File: config.mk
export PLATFORM = sky130hd
export DESIGN_NAME = usdp_shadow_port
export DESIGN_NICKNAME = d
export VERILOG_FILES = /design/src/usdp_pkg.sv /design/src/usdp_shadow_port.sv
export SDC_FILE = /design/constraint.sdc
export NUM_CORES = 1
export LEC_CHECK = 0
export BUFFER_PORTS_ARGS = -buffer_cell sky130_fd_sc_hd__buf_2
export CAP_MARGIN = 40
export CORE_MARGIN = 1
export CORE_UTILIZATION = 47
export DETAILED_ROUTE_END_ITERATION = 16
export REMOVE_ABC_BUFFERS = 1
export SLEW_MARGIN = 20
export SYNTH_ARGS = -nofsm -noshare
export SYNTH_HDL_FRONTEND = slang
export SYNTH_SLANG_ARGS = --single-unit
File: constraint.sdc
create_clock -name pclk -period 5.9 [get_ports pclk]
set_input_delay 1.18 -clock pclk [delete_from_list [all_inputs] [get_ports pclk]]
set_output_delay 1.18 -clock pclk [all_outputs]
set_load 0.1 [all_outputs]
File: src/usdp_pkg.sv
// constants, field positions and carrier types for the shadow data port
// assumes a 20 MHz bus clock and an APB master in the same domain
// ****************************************************************
// package
// ****************************************************************
package usdp_pkg;
  // address map
  localparam logic [31:0] USDP_DATA_BASE = 32'h5000_1030;
  localparam int USDP_ALIAS_WORDS = 16;
  localparam logic [31:0] USDP_CTRL_ADDR = 32'h5000_1080;
  localparam logic [31:0] USDP_LSTAT_ADDR = 32'h5000_1084;
  localparam logic [31:0] USDP_ISTAT_ADDR = 32'h5000_1088;
  localparam logic [31:0] USDP_IMASK_ADDR = 32'h5000_108c;
  // reset values
  localparam logic [7:0] USDP_DATA_RESET = 8'h00;
  localparam logic [1:0] USDP_CTRL_RESET = 2'h0;
  localparam logic [2:0] USDP_IRQ_RESET = 3'h0;
  // field positions
  localparam int USDP_CTRL_FIFO_BIT = 0;
  localparam int USDP_CTRL_IR_BIT = 1;
  localparam int USDP_LSTAT_DR_BIT = 0;
  localparam int USDP_LSTAT_OE_BIT = 1;
  localparam int USDP_LSTAT_TX_HOLDING_EMPTY_BIT = 5;
  localparam int USDP_LSTAT_TEMT_BIT = 6;
  localparam int USDP_IRQ_W = 3;
  // timing
  localparam int USDP_CLK_HZ = 20_000_000;
  localparam int USDP_BAUD_RATE = 115_200;
  localparam int USDP_BIT_CYCLES = USDP_CLK_HZ / USDP_BAUD_RATE;
  localparam int USDP_IR_PULSE_CYCLES = (USDP_BIT_CYCLES * 3) / 16;
  localparam int USDP_FIFO_DEPTH = 16;
  // carriers
  typedef struct packed {
    logic ir_mode;
    logic fifo_en;
  } usdp_ctl_t;
  typedef struct packed {
    logic tx_holding_empty;
    logic overrun;
    logic rx_data;
  } usdp_evt_t;
  typedef enum logic [1:0] {
    USDP_IDLE = 2'b00,
    USDP_START = 2'b01,
    USDP_DATA = 2'b10,
    USDP_STOP = 2'b11
  } usdp_state_t;
endpackage

File: src/usdp_shadow_port.sv
// shadow receive/transmit data port of a serial controller with apb access
// assumes apb master on pclk; serial and infrared inputs are asynchronous pins
//
// Decided for this implementation: the APB slave port.
`timescale 1ns/100ps
`default_nettype none
// Functional notes
// RULE1: reading the data word gives the byte received on the serial input, or on the infrared input in infrared mode.
// RULE2: sixteen consecutive word addresses all reach the same receive and transmit data path.
// RULE3: software takes the received byte as valid only while the data-ready flag is set.
// RULE4: with fifos off a new character overwrites an unread byte and raises overrun.
// RULE5: with fifos on a data read returns and pops the oldest receive fifo entry.
// RULE6: a character arriving at a full receive fifo is dropped, the fifo kept and overrun raised.
// RULE7: a written byte is sent on the serial output, or on the active-low infrared output in infrared mode.
// RULE8: software writes transmit data only while the transmit-holding-empty flag is set.
// RULE9: with fifos off one write clears the transmit-holding-empty flag.
// RULE10: with fifos off a further write before the flag sets again replaces the pending byte.
// RULE11: with fifos on the transmit fifo takes up to its depth of characters before it is full.
// RULE12: with fifos on a write to a full transmit fifo is dropped and the fifo is unchanged.
// RULE13: data word bits 15 to 8 read as zero and writes to them are ignored.
module usdp_shadow_port #(
  parameter int FIFO_DEPTH = usdp_pkg::USDP_FIFO_DEPTH,
  parameter int BIT_CYCLES = usdp_pkg::USDP_BIT_CYCLES,
  parameter int IR_PULSE_CYCLES = usdp_pkg::USDP_IR_PULSE_CYCLES
) (
  input wire logic pclk,
  input wire logic presetn,
  input wire logic ce,
  input wire logic psel,
  input wire logic penable,
  input wire logic pwrite,
  input wire logic [31:0] paddr,
  input wire logic [31:0] pwdata,
  output logic [31:0] prdata,
  output logic pready,
  output logic pslverr,
  input wire logic rxd,
  input wire logic ir_rxd,
  output logic txd,
  output logic ir_txd_n,
  output logic irq
);
  import usdp_pkg::*;

  localparam int AW = $clog2(FIFO_DEPTH);
  localparam int CW = $clog2(BIT_CYCLES);
  localparam logic [31:0] DATA_END = USDP_DATA_BASE + 32'(USDP_ALIAS_WORDS * 4);
  localparam logic [CW-1:0] BIT_LAST = CW'(BIT_CYCLES - 1);
  localparam logic [CW-1:0] BIT_HALF = CW'(BIT_CYCLES / 2);
  localparam logic [CW-1:0] IR_PULSE = CW'(IR_PULSE_CYCLES);
  localparam logic [AW:0] FIFO_FULL = (AW + 1)'(FIFO_DEPTH);
  localparam logic [AW-1:0] PTR_LAST = AW'(FIFO_DEPTH - 1);

  // ****************************************************************
  // apb decode
  // ****************************************************************
  usdp_ctl_t ctl;
  logic [USDP_IRQ_W-1:0] int_stat;
  logic [USDP_IRQ_W-1:0] int_mask;
  logic overrun_flag;
  wire setup = psel & ~penable;
  wire acc = psel & penable & pready;
  wire hit_data = (paddr >= USDP_DATA_BASE) && (paddr < DATA_END) && (paddr[1:0] == 2'b00); // RULE2
  wire hit_ctrl = (paddr == USDP_CTRL_ADDR);
  wire hit_lstat = (paddr == USDP_LSTAT_ADDR);
  wire hit_istat = (paddr == USDP_ISTAT_ADDR);
  wire hit_imask = (paddr == USDP_IMASK_ADDR);
  wire hit_any = hit_data | hit_ctrl | hit_lstat | hit_istat | hit_imask;
  wire data_wr = acc & pwrite & hit_data;
  wire data_rd = acc & ~pwrite & hit_data;
  wire ctrl_wr = acc & pwrite & hit_ctrl;
  wire imask_wr = acc & pwrite & hit_imask;
  wire lstat_rd = acc & ~pwrite & hit_lstat;
  wire istat_rd = acc & ~pwrite & hit_istat;
  wire [7:0] wr_byte = pwdata[7:0]; // RULE13
  wire flush = ctrl_wr & (pwdata[USDP_CTRL_FIFO_BIT] != ctl.fifo_en);

  // ****************************************************************
  // receive storage
  // ****************************************************************
  logic [7:0] rx_mem [FIFO_DEPTH];
  logic [AW-1:0] rx_wr;
  logic [AW-1:0] rx_rd;
  logic [AW:0] rx_cnt;
  logic [7:0] rx_hold;
  logic rx_hold_valid;
  logic rx_push;
  logic [7:0] rx_shift;
  wire rx_nonempty = (rx_cnt != '0);
  wire rx_pop = data_rd & ctl.fifo_en & rx_nonempty; // RULE5
  wire rx_full = (rx_cnt == FIFO_FULL) & ~rx_pop;
  wire rx_fifo_push = rx_push & ctl.fifo_en & ~rx_full;
  wire rx_overrun = rx_push & (ctl.fifo_en ? rx_full : (rx_hold_valid & ~data_rd)); // RULE4 RULE6
  wire [AW-1:0] rx_wr_nx = (rx_wr == PTR_LAST) ? '0 : rx_wr + 1'b1;
  wire [AW-1:0] rx_rd_nx = (rx_rd == PTR_LAST) ? '0 : rx_rd + 1'b1;
  wire data_ready = ctl.fifo_en ? rx_nonempty : rx_hold_valid; // RULE3
  wire [7:0] rx_byte = ctl.fifo_en ? rx_mem[rx_rd] : rx_hold; // RULE1 RULE5

  always_ff @(posedge pclk) begin
    if (ce && rx_fifo_push) begin
      rx_mem[rx_wr] <= rx_shift;
    end
  end

  always_ff @(posedge pclk or negedge presetn) begin
    if (!presetn) begin
      rx_wr <= '0;
      rx_rd <= '0;
      rx_cnt <= '0;
    end else if (ce) begin
      if (flush) begin
        rx_wr <= '0;
        rx_rd <= '0;
        rx_cnt <= '0;
      end else begin
        rx_wr <= rx_fifo_push ? rx_wr_nx : rx_wr;
        rx_rd <= rx_pop ? rx_rd_nx : rx_rd;
        rx_cnt <= rx_cnt + (AW + 1)'(rx_fifo_push) - (AW + 1)'(rx_pop); // RULE6
      end
    end
  end

  always_ff @(posedge pclk or negedge presetn) begin
    if (!presetn) begin
      rx_hold <= USDP_DATA_RESET;
      rx_hold_valid <= 1'b0;
    end else if (ce) begin
      if (rx_push && !ctl.fifo_en) begin
        rx_hold <= rx_shift; // RULE4
      end
      if (flush) begin
        rx_hold_valid <= 1'b0;
      end else if (rx_push && !ctl.fifo_en) begin
        rx_hold_valid <= 1'b1;
      end else if (data_rd && !ctl.fifo_en) begin
        rx_hold_valid <= 1'b0;
      end
    end
  end

  // ****************************************************************
  // receiver
  // ****************************************************************
  logic rxd_s1;
  logic rxd_s2;
  logic ir_s1;
  logic ir_s2;
  usdp_state_t rx_state;
  usdp_state_t next_rx_state;
  logic [CW-1:0] rx_tick;
  logic [2:0] rx_bitn;
  logic rx_mid;
  logic rx_ir_seen;
  wire rx_idle = (rx_state == USDP_IDLE);
  wire rx_bit_end = (rx_tick == BIT_LAST);
  wire rx_line = ctl.ir_mode ? ~ir_s2 : rxd_s2;
  wire rx_bit_val = ctl.ir_mode ? ~rx_ir_seen : rx_mid; // RULE1
  wire rx_start = rx_idle & ~rx_line;

  always_ff @(posedge pclk or negedge presetn) begin
    if (!presetn) begin
      rxd_s1 <= 1'b1;
      rxd_s2 <= 1'b1;
      ir_s1 <= 1'b0;
      ir_s2 <= 1'b0;
    end else if (ce) begin
      rxd_s1 <= rxd;
      rxd_s2 <= rxd_s1;
      ir_s1 <= ir_rxd;
      ir_s2 <= ir_s1;
    end
  end

  always_comb begin
    next_rx_state = rx_state;
    rx_push = 1'b0;
    case (rx_state)
      USDP_IDLE: begin
        if (rx_start) begin
          next_rx_state = USDP_START;
        end
      end
      USDP_START: begin
        if (rx_bit_end) begin
          next_rx_state = rx_bit_val ? USDP_IDLE : USDP_DATA;
        end
      end
      USDP_DATA: begin
        if (rx_bit_end && rx_bitn == 3'd7) begin
          next_rx_state = USDP_STOP;
        end
      end
      USDP_STOP: begin
        if (rx_bit_end) begin
          next_rx_state = USDP_IDLE;
          rx_push = rx_bit_val;
        end
      end
      default: next_rx_state = USDP_IDLE;
    endcase
  end

  always_ff @(posedge pclk or negedge presetn) begin
    if (!presetn) begin
      rx_state <= USDP_IDLE;
      rx_tick <= '0;
      rx_mid <= 1'b1;
      rx_ir_seen <= 1'b0;
    end else if (ce) begin
      rx_state <= next_rx_state;
      rx_tick <= (rx_idle || rx_bit_end) ? '0 : rx_tick + 1'b1;
      rx_mid <= (rx_tick == BIT_HALF) ? rx_line : rx_mid;
      rx_ir_seen <= rx_idle ? ir_s2 : (rx_bit_end ? 1'b0 : (rx_ir_seen | ir_s2));
    end
  end

  always_ff @(posedge pclk or negedge presetn) begin
    if (!presetn) begin
      rx_bitn <= 3'd0;
      rx_shift <= USDP_DATA_RESET;
    end else if (ce && rx_bit_end && rx_state == USDP_DATA) begin
      rx_bitn <= rx_bitn + 3'd1;
      rx_shift <= {rx_bit_val, rx_shift[7:1]};
    end
  end

  // ****************************************************************
  // transmit storage
  // ****************************************************************
  logic [7:0] tx_mem [FIFO_DEPTH];
  logic [AW-1:0] tx_wr;
  logic [AW-1:0] tx_rd;
  logic [AW:0] tx_cnt;
  logic [7:0] tx_hold;
  logic tx_hold_valid;
  logic tx_load;
  wire tx_pop = tx_load & ctl.fifo_en;
  wire tx_full = (tx_cnt == FIFO_FULL); // RULE11
  wire tx_fifo_push = data_wr & ctl.fifo_en & ~tx_full; // RULE12
  wire [AW-1:0] tx_wr_nx = (tx_wr == PTR_LAST) ? '0 : tx_wr + 1'b1;
  wire [AW-1:0] tx_rd_nx = (tx_rd == PTR_LAST) ? '0 : tx_rd + 1'b1;
  wire tx_avail = ctl.fifo_en ? (tx_cnt != '0) : tx_hold_valid;
  wire [7:0] tx_byte = ctl.fifo_en ? tx_mem[tx_rd] : tx_hold;
  wire tx_holding_empty = ctl.fifo_en ? (tx_cnt == '0) : ~tx_hold_valid; // RULE8

  always_ff @(posedge pclk) begin
    if (ce && tx_fifo_push) begin
      tx_mem[tx_wr] <= wr_byte;
    end
  end

  always_ff @(posedge pclk or negedge presetn) begin
    if (!presetn) begin
      tx_wr <= '0;
      tx_rd <= '0;
      tx_cnt <= '0;
    end else if (ce) begin
      if (flush) begin
        tx_wr <= '0;
        tx_rd <= '0;
        tx_cnt <= '0;
      end else begin
        tx_wr <= tx_fifo_push ? tx_wr_nx : tx_wr;
        tx_rd <= tx_pop ? tx_rd_nx : tx_rd;
        tx_cnt <= tx_cnt + (AW + 1)'(tx_fifo_push) - (AW + 1)'(tx_pop); // RULE11
      end
    end
  end

  always_ff @(posedge pclk or negedge presetn) begin
    if (!presetn) begin
      tx_hold <= USDP_DATA_RESET;
      tx_hold_valid <= 1'b0;
    end else if (ce) begin
      if (data_wr && !ctl.fifo_en) begin
        tx_hold <= wr_byte; // RULE10
      end
      if (flush) begin
        tx_hold_valid <= 1'b0;
      end else if (data_wr && !ctl.fifo_en) begin
        tx_hold_valid <= 1'b1; // RULE9
      end else if (tx_load && !ctl.fifo_en) begin
        tx_hold_valid <= 1'b0;
      end
    end
  end

  // ****************************************************************
  // transmitter
  // ****************************************************************
  usdp_state_t tx_state;
  usdp_state_t next_tx_state;
  logic [CW-1:0] tx_tick;
  logic [2:0] tx_bitn;
  logic [7:0] tx_shift;
  wire tx_idle = (tx_state == USDP_IDLE);
  wire tx_bit_end = (tx_tick == BIT_LAST);
  wire tx_bit = (tx_state == USDP_START) ? 1'b0 :
                (tx_state == USDP_DATA) ? tx_shift[0] : 1'b1;
  wire temt = tx_idle & tx_holding_empty;

  always_comb begin
    next_tx_state = tx_state;
    tx_load = 1'b0;
    case (tx_state)
      USDP_IDLE: begin
        if (tx_avail && !flush) begin
          next_tx_state = USDP_START;
          tx_load = 1'b1;
        end
      end
      USDP_START: begin
        if (tx_bit_end) begin
          next_tx_state = USDP_DATA;
        end
      end
      USDP_DATA: begin
        if (tx_bit_end && tx_bitn == 3'd7) begin
          next_tx_state = USDP_STOP;
        end
      end
      USDP_STOP: begin
        if (tx_bit_end) begin
          next_tx_state = USDP_IDLE;
        end
      end
      default: next_tx_state = USDP_IDLE;
    endcase
  end

  always_ff @(posedge pclk or negedge presetn) begin
    if (!presetn) begin
      tx_state <= USDP_IDLE;
      tx_tick <= '0;
      tx_bitn <= 3'd0;
      tx_shift <= USDP_DATA_RESET;
    end else if (ce) begin
      tx_state <= next_tx_state;
      tx_tick <= (tx_idle || tx_bit_end) ? '0 : tx_tick + 1'b1;
      tx_bitn <= (tx_state == USDP_DATA && tx_bit_end) ? tx_bitn + 3'd1 : tx_bitn;
      if (tx_load) begin
        tx_shift <= tx_byte;
      end else if (tx_state == USDP_DATA && tx_bit_end) begin
        tx_shift <= {1'b1, tx_shift[7:1]};
      end
    end
  end

  always_ff @(posedge pclk or negedge presetn) begin
    if (!presetn) begin
      txd <= 1'b1;
      ir_txd_n <= 1'b1;
    end else if (ce) begin
      txd <= ctl.ir_mode ? 1'b1 : tx_bit; // RULE7
      ir_txd_n <= ~(ctl.ir_mode & ~tx_bit & (tx_tick < IR_PULSE)); // RULE7
    end
  end

  // ****************************************************************
  // events and interrupt
  // ****************************************************************
  logic tx_holding_empty_q;
  usdp_evt_t evt;
  assign evt.rx_data = rx_push & ~rx_overrun;
  assign evt.overrun = rx_overrun;
  assign evt.tx_holding_empty = tx_holding_empty & ~tx_holding_empty_q;
  wire [USDP_IRQ_W-1:0] int_clr = istat_rd ? prdata[USDP_IRQ_W-1:0] : '0;
  wire [USDP_IRQ_W-1:0] next_int_stat = (int_stat & ~int_clr) | evt;
  wire oe_clr = lstat_rd & prdata[USDP_LSTAT_OE_BIT];

  always_ff @(posedge pclk or negedge presetn) begin
    if (!presetn) begin
      tx_holding_empty_q <= 1'b1;
      int_stat <= USDP_IRQ_RESET;
      overrun_flag <= 1'b0;
      irq <= 1'b0;
    end else if (ce) begin
      tx_holding_empty_q <= tx_holding_empty;
      int_stat <= next_int_stat;
      overrun_flag <= rx_overrun | (overrun_flag & ~oe_clr); // RULE4 RULE6
      irq <= |(next_int_stat & int_mask);
    end
  end

  // ****************************************************************
  // control registers and apb answer
  // ****************************************************************
  logic [31:0] rd_word;

  always_comb begin
    rd_word = 32'h0000_0000;
    if (hit_data) begin
      rd_word = {24'h00_0000, rx_byte}; // RULE1 RULE13
    end else if (hit_ctrl) begin
      rd_word = {30'h0000_0000, ctl};
    end else if (hit_lstat) begin
      rd_word[USDP_LSTAT_DR_BIT] = data_ready;
      rd_word[USDP_LSTAT_OE_BIT] = overrun_flag;
      rd_word[USDP_LSTAT_TX_HOLDING_EMPTY_BIT] = tx_holding_empty;
      rd_word[USDP_LSTAT_TEMT_BIT] = temt;
    end else if (hit_istat) begin
      rd_word = {29'h0000_0000, int_stat};
    end else if (hit_imask) begin
      rd_word = {29'h0000_0000, int_mask};
    end
  end

  always_ff @(posedge pclk or negedge presetn) begin
    if (!presetn) begin
      ctl <= USDP_CTRL_RESET;
      int_mask <= USDP_IRQ_RESET;
    end else if (ce) begin
      if (ctrl_wr) begin
        ctl.fifo_en <= pwdata[USDP_CTRL_FIFO_BIT];
        ctl.ir_mode <= pwdata[USDP_CTRL_IR_BIT];
      end
      if (imask_wr) begin
        int_mask <= pwdata[USDP_IRQ_W-1:0];
      end
    end
  end

  always_ff @(posedge pclk or negedge presetn) begin
    if (!presetn) begin
      prdata <= 32'h0000_0000;
      pready <= 1'b0;
      pslverr <= 1'b0;
    end else if (ce) begin
      pready <= setup;
      if (setup) begin
        prdata <= pwrite ? 32'h0000_0000 : rd_word;
        pslverr <= ~hit_any;
      end else if (acc) begin
        pslverr <= 1'b0;
      end
    end
  end
endmodule
`default_nettype wire

# Yosys cells after proc, flatten, opt, wreduce, memory -nomap -nowiden
# Memories as Yosys holds them, arrays and structs flattened.
# Index checks and enable logic that the tools add are counted.
totals:
  reg_bits: 139
  ram_bits: 256
  in_bits: 72
  wordCells: 257
  n_memories: 2
mem_list:
  columns: ["memory", "words", "width", "read_ports", "rd_clocked_by_memory_dff", "wr", "line", "rtl"]
  rows:
  - ["rx_mem", 16, 8, 1, 0, 1, "usdp_shadow_port.sv:81", "logic [7:0] rx_mem [FIFO_DEPTH];"]
  - ["tx_mem", 16, 8, 1, 0, 1, "usdp_shadow_port.sv:230", "logic [7:0] tx_mem [FIFO_DEPTH];"]
classes:
  addsub: 12
  n_lt_le_gt_ge: 3
  n_eq_ne: 30
  n_mux: 68
  bitwise: 56
  n_reduce_logical: 50
ops:
  columns: ["op", "n"]
  rows:
  - ["equality test 32 x 31 -> 1 bit, second input constant", 4]
  - ["2-to-1 mux 32 bit", 4]
  - ["2-to-1 mux 4 bit", 12]
  - ["2-to-1 mux 8 bit", 6]
  - [">= comparator 32 x 31 -> 1 bit, second input constant", 1]
  - ["< comparator 32 x 31 -> 1 bit, second input constant", 1]
  - ["AND 1 bit", 30]
  - ["AND reduction 2 bit", 15]
  - ["2-to-1 mux 1 bit", 27]
  - ["2-to-1 mux 25 bit", 1]
  - ["2-to-1 mux 2 bit", 11]
  - ["adder 4 x 1 -> 4 bit, second input constant", 4]
  - ["adder 8 x 1 -> 8 bit, second input constant", 2]
  - ["equality test 4 bit, second input constant", 4]
  - ["equality test 8 bit, second input constant", 2]
  - ["NOT 1 bit", 16]
  - ["case mux 2 bit (4 select lines)", 2]
  - ["logical AND 1 bit", 14]
  - ["nonzero test 2 bit", 6]
  - ["adder 5 x 1 -> 5 bit", 2]
  - ["equality test 5 bit, second input constant", 2]
  - ["2-to-1 mux 5 bit", 2]
  - ["inequality test 2 bit, second input constant", 5]
  - ["AND reduction 5 bit", 2]
  - ["21 further kinds", 44]

# Logic depth before layout (Yosys ltp)
# Gate-level depths: netlist of run 1.
depth:
  word_depth: 15
  depth_mapped: 18
  mapped_depth_nobuf: 17

# Worst setup path before layout of run 1
# Ideal clock, no wire load.
synth_path:
  path_type: "input to register"
  from: "input paddr[20]"
  to: "register rx_cnt[4]"
  setup_ns: 0.129
  arrival_time_ns: 4.347
  t_required_ns: 5.771
  slack_ns: 1.424
  stages: 16
  path_cell_list: "nor4_4 nand4_4 nor4_1 o211ai_1 clkbuf_1 ha_1 inv_1 ha_1 inv_1 fa_1 nand2b_1 a21oi_1 o21a_1 nor3_1 o21ai_0 o21ai_0"
synth_via:
  elab_chain_len: 13
  elab_cells_between_ends: 17
  cone_classes: "2 x add/sub; 2 x order compare; 1 x eq/ne; 1 x mux; 9 x bitwise; 2 x reduce/logical"
synth_lines:
  columns: ["item", "line", "rtl"]
  rows:
  - ["from (decl)", "usdp_shadow_port.sv:32", "input wire logic [31:0] paddr,"]
  - [">= comparator 32 x 31 -> 1 bit or < comparator 32 x 31 -> 1 bit (tied branches)", "usdp_shadow_port.sv:63", "wire hit_data = (paddr >= USDP_DATA_BASE) && (paddr < DATA_END) && (paddr[1:0] == 2'b00);"]
  - ["logical AND 1 bit (2 in a row)", "usdp_shadow_port.sv:63", null]
  - ["AND 1 bit", "usdp_shadow_port.sv:70", "wire data_rd = acc & ~pwrite & hit_data;"]
  - ["AND 1 bit (2 in a row)", "usdp_shadow_port.sv:90", "wire rx_pop = data_rd & ctl.fifo_en & rx_nonempty;"]
  - ["NOT 1 bit", "usdp_shadow_port.sv:91", "wire rx_full = (rx_cnt == FIFO_FULL) & ~rx_pop;"]
  - ["AND 1 bit", "usdp_shadow_port.sv:91", null]
  - ["NOT 1 bit", "usdp_shadow_port.sv:92", "wire rx_fifo_push = rx_push & ctl.fifo_en & ~rx_full;"]
  - ["AND 1 bit", "usdp_shadow_port.sv:92", null]
  - ["adder 5 x 1 -> 5 bit", "usdp_shadow_port.sv:118", "rx_cnt <= rx_cnt + (AW + 1)'(rx_fifo_push) - (AW + 1)'(rx_pop);"]
  - ["subtractor 5 x 1 -> 5 bit", "usdp_shadow_port.sv:118", null]
  - ["2-to-1 mux 5 bit *", "usdp_shadow_port.sv:111", "if (flush) begin"]
  - ["to (signal assigned)", "usdp_shadow_port.sv:118", null]
  - ["to (decl)", "usdp_shadow_port.sv:84", "logic [AW:0] rx_cnt;"]
# Every way passes the cells marked *; elsewhere a longest branch is shown, timed or not.
# A chain may end at the register's enable or synchronous reset.

# Final worst setup path of run 1
layout_path:
  from: "input paddr[6]"
  to: "register tx_cnt[4]"
layout_via:
  elab_chain_len: 10
  elab_cells_between_ends: 18
  cone_classes: "2 x add/sub; 2 x order compare; 1 x eq/ne; 3 x mux; 6 x bitwise; 4 x reduce/logical"
layout_lines:
  columns: ["item", "line", "rtl"]
  rows:
  - ["parallel branches: the longest is 9 deep, another holds >= comparator 32 x 31 -> 1 bit", null, null]
  - ["2-to-1 mux 5 bit *", "usdp_shadow_port.sv:258", "if (flush) begin"]
  - ["to (signal assigned)", "usdp_shadow_port.sv:265", "tx_cnt <= tx_cnt + (AW + 1)'(tx_fifo_push) - (AW + 1)'(tx_pop);"]
  - ["to (decl)", "usdp_shadow_port.sv:233", "logic [AW:0] tx_cnt;"]
# Mark *: on every way between the ends.

==> flow_metrics.py, run 1 <==
metrics = {
    "placed_design": {
        "placedCellCount": 1611,
        "gp_congestion": 0.855,
        "dp_slack_ns": 1.21,
        "dp_hpwl_mm": 22.7,
        "portBuffers": 60,
    },
    "global_route": {
        "grt-ovfl-total": 0,
        "busiest_layer": "met2",
        "grt_use_met3_pct": 3.74,
        "grt_pass1_vias": 9548,
        "grt_max_degree": 62,
        "grtUsageTotal_pct": 20.1,
        "use_met2_pct": 33.5,
        "antenna_found_initial": 0,
        "met1_usage_pct": 27.2,
        "grt_pass1_wl_mm": 55.0,
    },
    "timing": {
        "setup_tns_ns": 0,
        "rsz0062_at_grt": "false",
        "slew_headroom_pct": 43.5,
        "tightestPinTransition_ns": 0.841,
        "drv_slew": 0,
        "worst_slack_ns": 1.73,
        "layout_min_cycle_time_ns": 4.17,
        "period_share_pct": 70.6,
        "setup_viol": 0,
        "skew_ns": 0.0181,
        "hold_viol": 0,
        "timing.hold.ws_ns": 0.452,
        "max_clock_freq_mhz": 240,
    },
    "synthesis": {
        "synth_commonest_cells": "256 x edfxtp_1, 109 x dfrtp_1, 66 x nand2_1, 64 x mux4_2, 49 x nor2_1",
        "mappedNetlistArea_sq_um": 16500,
        "synthCells": 1112,
        "async_flop_share_pct": 31.0,
        "avgSynthCellArea_sq_um": 14.8,
        "ys_seq_area_share_pct": 64.0,
        "synth_edf_count": 256,
        "yosysTopAreaCellShare_pct": 46.6,
        "yosysTopAreaCell": "edfxtp_1",
        "ys_ff_latch": 371,
        "synth_most_common_cell": "edfxtp_1",
        "yosys_most_used_dff": "edfxtp_1",
        "ys_types": 79,
        "yosys_warnings": 0,
        "synth.top_cells.by_area": "edfxtp_1 47%, dfrtp_1 17%, mux4_2 8.7%",
    },
    "floorplan": {
        "rows": 68,
        "ioPinCount": 109,
        "fp.dieW_um": 189,
        "dieArea_sq_um": 35900,
        "die_y_um": 189,
        "start_util_pct": 47.8,
        "core_area_sq_um": 34500,
    },
    "hold_path": {
        "min_path_type": "input pin to async pin",
    },
    "setup_path": {
        "cp_max_fo": 9,
        "crit_slowest_cell": "nor4b_1",
        "slowest_delay_ns": 0.65,
        "worstPathRequired_ns": 6.33,
        "crit_path_start_kind": "input pin",
        "endpoint_kind": "register",
        "arrival_ns": 4.60,
        "path_class": "input pin to register",
        "path_cells": "buf_2, nor4b_1, and2_1, nand4_1, and2_1, ha_1, inv_1, ha_1, fa_1, a21oi_1, o21bai_1, xnor2_1, o21ai_0, nand2_1, o21ai_0",
    },
    "drt": {
        "drt_first_iter_violations": 591,
        "wl_mm": 34.8,
        "wl_per_cell_um": 20.6,
        "drtAntennaViolNets": 0,
        "route.detailed.drc": 0,
        "drt-vias-per-instance": 5.64,
        "num_vias": 9520,
        "drt-pass1-iter-count": 5,
    },
    "clock_network": {
        "clock_path_buffers": 3,
        "cts_num_sinks": 371,
        "h-tree-depth": 2,
        "clkLatencyLatePin_ns": 0.56,
        "root_buffer": "clkbuf_16",
        "cts_buffers": 41,
        "cts_setup_buffers": 0,
        "clk_pin_slew_ns": 0.06,
        "holdBufCountCts": 0,
        "cts_resized": 0,
        "cts_tree": "yes",
    },
    "finish": {
        "fin_nets": 1311,
        "drive_above_1_share_pct": 23.8,
        "syn_to_final_growth_pct": 13.4,
        "stdcell_count": 1687,
        "antenna_cells": 0,
    },
    "power": {
        "irDropWorstVdd_uv": 251,
        "p_per_area_nw_per_um2": 354,
        "leakagePower_nw": 7.13,
    },
    "run_status": {
        "status": "finished clean",
    },
    "run": {
        "cap_violations": 0,
    },
}
-- through the flow --
step	instance area [sq um]	power [W]	util (%)
after CTS	18700	0.00672	54.1
after global placement	17300	0.00422	50.2
after detailed placement	17400	0.00425	50.3
after floorplan	16200	0.00394	-
after global routing	18700	0.00696	54.2
final	18700	0.00663	54.2
-- power breakdown --
group	switching (W)	internal, W
clock network	0.00102	0.00142
logic	0.000678	0.000496
registers	0.000112	0.00290
total	0.00181	0.00482
-- final timing paths --
kind                            start  slack [ns]          to  cells past startpoint
max reg2reg                rx_tick[0]        1.86   rx_cnt[4]                     17
min                           presetn        0.45  tx_hold[6]                      1
max in group asynchronous     presetn        4.54  rx_bitn[2]                      2
min reg2reg                tx_bitn[0]        0.48  tx_bitn[0]                      1
max                          paddr[6]        1.73   tx_cnt[4]                     15
min in group pclk          tx_bitn[0]        0.48  tx_bitn[0]                      1
-- kinds of logic (layout without fill, tap and decap cells) --
kind of cell    count (synthesis)  in the layout  share of synthesized area (%)
buf+inv                       110            207                           3.18
xor+xnor                       15             15                          0.796
compound gates                175            175                           6.75
other cells                     1             24                         0.0227
simple gates                  270            270                           9.08
mux                           132            132                           13.2
flops                         371            371                           64.0
fa+ha+maj                      38             38                           2.97
-- sequential cells by signal, indices dropped and copies added (netlist names), 4 cells and up, named ones only --
register  cells
tx_rd         4
tx_cnt        5
rx_hold       8
rx_wr         4
tx_hold       8
tx_shift      8
prdata        8
rx_shift      8
rx_tick       8
tx_wr         4
tx_tick       8
rx_rd         4
tx_mem      128
rx_mem      128
rx_cnt        5
-- final cells by class --
class                   instances  area, sq um
inverters                      36          135
clock buffers                  52         1110
well taps                     455          569
flip-flops and latches        371        10600
fillers                      2853        15800
clock inverters                22          186
multi-input cells             654         5550
repair buffers                 97          602
-- worst max-delay path, delay by kind of cell --
family,cells,cell delay (ns)
AOI/OAI and AO/OA,4,0.42
buffers and inverters,2,0.15
adders and majority gates,3,0.88
xor gates and xnor gates,1,0.20
and+or+nand+nor,5,1.78
-- metal layers --
| metal | share of wire (%) | routed length, um | vias up |
|---|---|---|---|
| li1 | - | - | 4432 |
| met1 | 44 | 15200 | 4840 |
| met2 | 50 | 17500 | 199 |
| met3 | 4.2 | 1480 | 49 |
| met4 | 1.7 | 585 | 0 |
| met5 | 0 | 0 | - |
-- cell usage in the layout (no fill, tap or decap), drive strengths merged, types with 7 or more instances in the layout --
cell type	instances
dfrtp	109
clkbuf	52
o21ai	49
xor2	8
conb	24
nor4b	8
nor4	20
o31ai	9
nand2b	11
nor2	49
nand2	66
edfxtp	256
a31oi	15
mux2i	29
mux2	39
xnor2	7
nand3	22
nor3	23
buf	97
nor2b	8
and2	21
nand4	15
inv	35
ha	36
mux4	64
a21oi	37
clkinv	17
a22oi	16
Power figures use the tool's default switching activity.
==> run 2, diff against run 1 <==
Clock period 5.9 ns to 4 ns, I/O delays scaled along.
==> flow_metrics.py, run 2 (synthesis results as in run 1) <==
metrics = {
    "run_status": {
        "status": "finished clean",
    },
    "finish": {
        "final_common_cell": "edfxtp_1",
        "reg_top3": "rx_mem: 128 flops, tx_mem: 128 flops",
        "syn_to_final_growth_pct": 14.7,
        "fillers": 2793,
        "fin_nets": 1328,
        "drive_above_1_share_pct": 24.8,
        "final_cell_mix": "256 x edfxtp_1, 107 x dfrtp_1, 66 x nand2_1",
        "fin_area_sq_um": 18900,
        "antenna_cells": 0,
    },
    "hold_path": {
        "min_path_type": "input pin to async pin",
    },
    "placed_design": {
        "dp_slack_ns": 0.0225,
        "portBuffers": 60,
        "dp_hpwl_mm": 23.4,
        "place_area_sq_um": 17600,
        "gp_congestion": 0.852,
    },
    "timing": {
        "setup_viol": 0,
        "worst_slack_ns": 0.307,
        "tightestPinTransition_ns": 0.830,
        "hold_viol": 0,
        "setup_tns_ns": 0,
        "layout_min_cycle_time_ns": 3.69,
        "period_share_pct": 92.3,
        "rsz0062_at_grt": "false",
        "max_clock_freq_mhz": 271,
        "slew_headroom_pct": 44.1,
        "skew_ns": 0.0210,
        "drv_slew": 0,
    },
    "drt": {
        "drt-vias-per-instance": 5.61,
        "drt_first_iter_violations": 571,
        "route.detailed.drc": 0,
        "drt-pass1-iter-count": 5,
        "wl_mm": 35.2,
        "num_vias": 9568,
        "drtAntennaViolNets": 0,
        "wl_per_cell_um": 20.6,
    },
    "floorplan": {
        "core_area_sq_um": 34500,
        "ioPinCount": 109,
        "rows": 68,
        "start_util_pct": 47.8,
        "dieArea_sq_um": 35900,
        "fp.dieW_um": 189,
        "die_y_um": 189,
    },
    "global_route": {
        "grt-ovfl-total": 0,
        "grt_pass1_vias": 9591,
        "antenna_found_initial": 0,
        "grt_max_degree": 62,
        "grtUsageTotal_pct": 20.2,
        "grt_pass1_wl_mm": 55.1,
    },
    "setup_path": {
        "endpoint_kind": "register",
        "worstPathRequired_ns": 4.44,
        "path_class": "register to register",
        "cp_max_fo": 4,
        "arrival_ns": 4.13,
        "crit_path_start_kind": "register",
    },
    "clock_network": {
        "h-tree-depth": 2,
        "cts_num_sinks": 371,
        "cts_tree": "yes",
        "root_buffer": "clkbuf_16",
        "clk_pin_slew_ns": 0.06,
        "clkLatencyLatePin_ns": 0.56,
        "cts_buffers": 41,
        "clock_path_buffers": 3,
    },
    "power": {
        "finalPower_w": 0.00992,
        "p_per_area_nw_per_um2": 524,
        "irDropWorstVdd_uv": 424,
        "leakagePower_nw": 7.24,
    },
    "run": {
        "cap_violations": 0,
    },
}
-- run 2: final timing paths --
path	from	end	slack, ns	cells past startpoint
max in group asynchronous	presetn	rxd_s2	3.33	2
worst min register to register	tx_bitn[0]	tx_bitn[0]	0.47	1
min in group pclk	tx_bitn[0]	tx_bitn[0]	0.47	1
worst max-delay path	rx_tick[0]	rx_cnt[4]	0.31	17
worst max register to register	rx_tick[0]	rx_cnt[4]	0.31	17
worst min-delay path	presetn	tx_hold[4]	0.06	1
-- run 2: power breakdown --
group | internal [W] | switching [W] | total, W
combinational | 0.000748 | 0.000942 | 0.00169
clock | 0.00221 | 0.00151 | 0.00372
sequential | 0.00428 | 0.000232 | 0.00451
total | 0.00724 | 0.00268 | 0.00992
-- run 2: metal layers --
metal	share of wire (%)	track usage [%]
met2	50	33.6
met3	3.8	4.10
met5	0	0
met1	44	27.2
met4	1.7	5.09
-- run 2: area by class of cell --
class,instances,area (sq um),area share [%]
multi-input cells,654,5550,29.3
repair buffers,114,753,3.98
inverters,36,135,0.714
clock buffers,56,1140,6.04
flip-flops and latches,371,10600,55.9
well taps,455,569,3.01
clock inverters,20,205,1.08
-- run 2: what timing repair did --
item	CTS	global route
resized for setup	0	1
setup endpoints to repair	0	1
endpoints found under the hold margin	0	0
setup buffers	0	0
hold buffers	0	0
-- run 2: worst max-delay path, cell delays in order, from the launching register on --
cell and delay [ns]:
dfrtp_1 0.39, inv_1 0.14, ha_1 0.17, nand4_1 0.12, or4b_4 0.55, nor3_4 0.27
o211ai_1 0.19, ha_1 0.30, inv_1 0.06, ha_1 0.17, inv_1 0.06, fa_1 0.39
nand2b_1 0.17, a21oi_1 0.18, o21a_1 0.15, nor3_1 0.05, o21ai_0 0.13, o21ai_0 0.09
-- run 2: metrics by stage --
| step | hold WS, ns | utilization (%) | instances |
|---|---|---|---|
| 2_1_floorplan | 0.448 | - | 1061 |
| 3_3_place_gp | 0.465 | 50.8 | 1629 |
| 3_5_place_dp | 0.472 | 50.8 | 1629 |
| 4_1_cts | 0.325 | 54.7 | 1705 |
| 5_1_grt | 0.0292 | 54.8 | 1706 |
| 6_report | 0.0584 | 54.8 | 1706 |
==> run 3, diff against run 2 <==
Settings changed: RECOVER_POWER set to 100.
==> flow_metrics.py, run 3 (synthesis results as in run 1) <==
metrics = {
    "floorplan": {
        "start_util_pct": 47.8,
        "ioPinCount": 109,
        "rows": 68,
        "fp.dieW_um": 189,
        "core_area_sq_um": 34500,
        "dieArea_sq_um": 35900,
        "die_y_um": 189,
    },
    "setup_path": {
        "arrival_ns": 4.12,
        "r2r_slack_ns": 0.31,
        "worstPathRequired_ns": 4.43,
        "cp_max_fo": 4,
        "reg2reg_from": "rx_tick[0]",
        "path_class": "register to register",
        "endpoint_kind": "register",
        "crit_path_start_kind": "register",
        "r2r_end": "rx_cnt[4]",
        "reg2reg_depth": 17,
    },
    "timing": {
        "slew_headroom_pct": -88.9,
        "setup_viol": 0,
        "drv_slew": 115,
        "tightestPinTransition_ns": 2.83,
        "layout_min_cycle_time_ns": 3.69,
        "max_clock_freq_mhz": 271,
        "skew_ns": 0.0197,
        "rsz0062_at_grt": "false",
        "period_share_pct": 92.2,
        "hold_viol": 0,
        "worst_slack_ns": 0.312,
    },
    "placed_design": {
        "placedCellCount": 1629,
        "portBuffers": 60,
        "dp_slack_ns": 0.0225,
        "dp_hpwl_mm": 23.4,
        "gp_congestion": 0.852,
    },
    "finish": {
        "reg_top3": "rx_mem: 128 flops, tx_mem: 128 flops",
        "fin_nets": 1328,
        "syn_to_final_growth_pct": 13.4,
        "stdcell_count": 1706,
        "drive_above_1_share_pct": 19.7,
        "final_cell_mix": "256 x edfxtp_1, 107 x dfrtp_1, 66 x nand2_1",
        "final_common_cell": "edfxtp_1",
        "antenna_cells": 0,
    },
    "drt": {
        "drtAntennaViolNets": 0,
        "drt-pass1-iter-count": 4,
        "drt-vias-per-instance": 5.62,
        "route.detailed.drc": 0,
        "wl_mm": 35.2,
        "num_vias": 9582,
        "drt_first_iter_violations": 588,
        "wl_per_cell_um": 20.6,
    },
    "clock_network": {
        "cts_tree": "yes",
        "clock_path_buffers": 3,
        "cts_buffers": 41,
        "h-tree-depth": 2,
        "cts_num_sinks": 371,
        "root_buffer": "clkbuf_16",
        "clk_pin_slew_ns": 0.06,
        "clkLatencyLatePin_ns": 0.56,
    },
    "power": {
        "irDropWorstVdd_uv": 424,
        "p_per_area_nw_per_um2": 529,
        "leakagePower_nw": 7.03,
    },
    "run_status": {
        "failed_checks": "max-capacitance violations, max-slew violations",
        "status": "finished, violations left",
    },
    "global_route": {
        "antenna_found_initial": 0,
        "met1_usage_pct": 27.2,
        "grt_use_met3_pct": 4.10,
        "grt_max_degree": 62,
        "grtUsageTotal_pct": 20.2,
        "grt-ovfl-total": 0,
        "busiest_layer": "met2",
        "use_met2_pct": 33.6,
        "grt_pass1_vias": 9591,
        "grt_pass1_wl_mm": 55.1,
    },
    "hold_path": {
        "min_path_type": "input pin to async pin",
    },
    "run": {
        "cap_violations": 2,
    },
}
-- run 3: cell types whose count changed in the layout (fill, tap and decap cells not counted), sizes merged --
cell           change
buf               -52
clkdlybuf4s25      +1
clkbuf            +50
dlymetal6s4s       +1
-- run 3: power breakdown --
group / switching, W / internal (W)
Combinational: 0.000936 / 0.000736
Clock: 0.00151 / 0.00221
Sequential: 0.000233 / 0.00428
-- run 3: worst max path at each step --
stage                          start   endpoint  slack [ns]  cells after the start
after floorplan            paddr[20]  rx_cnt[4]       -0.16                     15
after global placement     paddr[21]  tx_cnt[4]        0.04                     15
after detailed placement   paddr[20]  tx_cnt[4]        0.02                     15
after CTS                 rx_tick[0]  rx_cnt[4]        0.23                     17
after global routing      rx_tick[0]  rx_cnt[4]        0.02                     17
final                     rx_tick[0]  rx_cnt[4]        0.31                     17
-- run 3: what timing repair did --
action                                  in CTS  in global routing
hold buffers                                 0                  0
buffers inserted                             0                  0
endpoints found under the setup margin       0                  1
gates resized for setup                      0                  1
-- run 3: worst max-delay path, stage by stage (launching register included) --
cell      delay (ns)
dfrtp_1         0.39
inv_1           0.14
ha_1            0.17
nand4_1         0.12
or4b_4          0.56
nor3_4          0.27
o211ai_1        0.19
ha_1            0.30
inv_1           0.06
ha_1            0.17
inv_1           0.06
fa_1            0.38
nand2b_1        0.17
a21oi_1         0.18
o21a_1          0.15
nor3_1          0.05
o21ai_0         0.13
o21ai_0         0.09
-- run 3: metrics by stage --
stage	power, W	hold WS [ns]	utilization (%)	TNS [ns]	cell area (sq um)
CTS	0.0101	0.325	54.7	0	18900
global placement	0.00626	0.465	50.8	0	17600
global route	0.0104	0.0745	54.2	0	18700
finish	0.00991	0.0954	54.2	0	18700
floorplan	0.00580	0.448	-	-0.161	16200
detailed placement	0.00629	0.472	50.8	0	17600
-- run 3: metal layers --
| metal | up-vias | wire length, um |
|---|---|---|
| met5 | - | 0 |
| met1 | 4904 | 15800 |
| met2 | 165 | 17600 |
| met3 | 41 | 1210 |
| met4 | 0 | 550 |
| li1 | 4472 | - |
-- run 3: layout make-up --
class / instances / area (sq um)
Tap cell: 455 / 569
Clock inverter: 20 / 205
Inverter: 36 / 135
Fill cell: 2842 / 15800
Clock buffer: 56 / 1140
Multi-Input combinational cell: 654 / 5490
Timing Repair Buffer: 114 / 596
Sequential cell: 371 / 10600
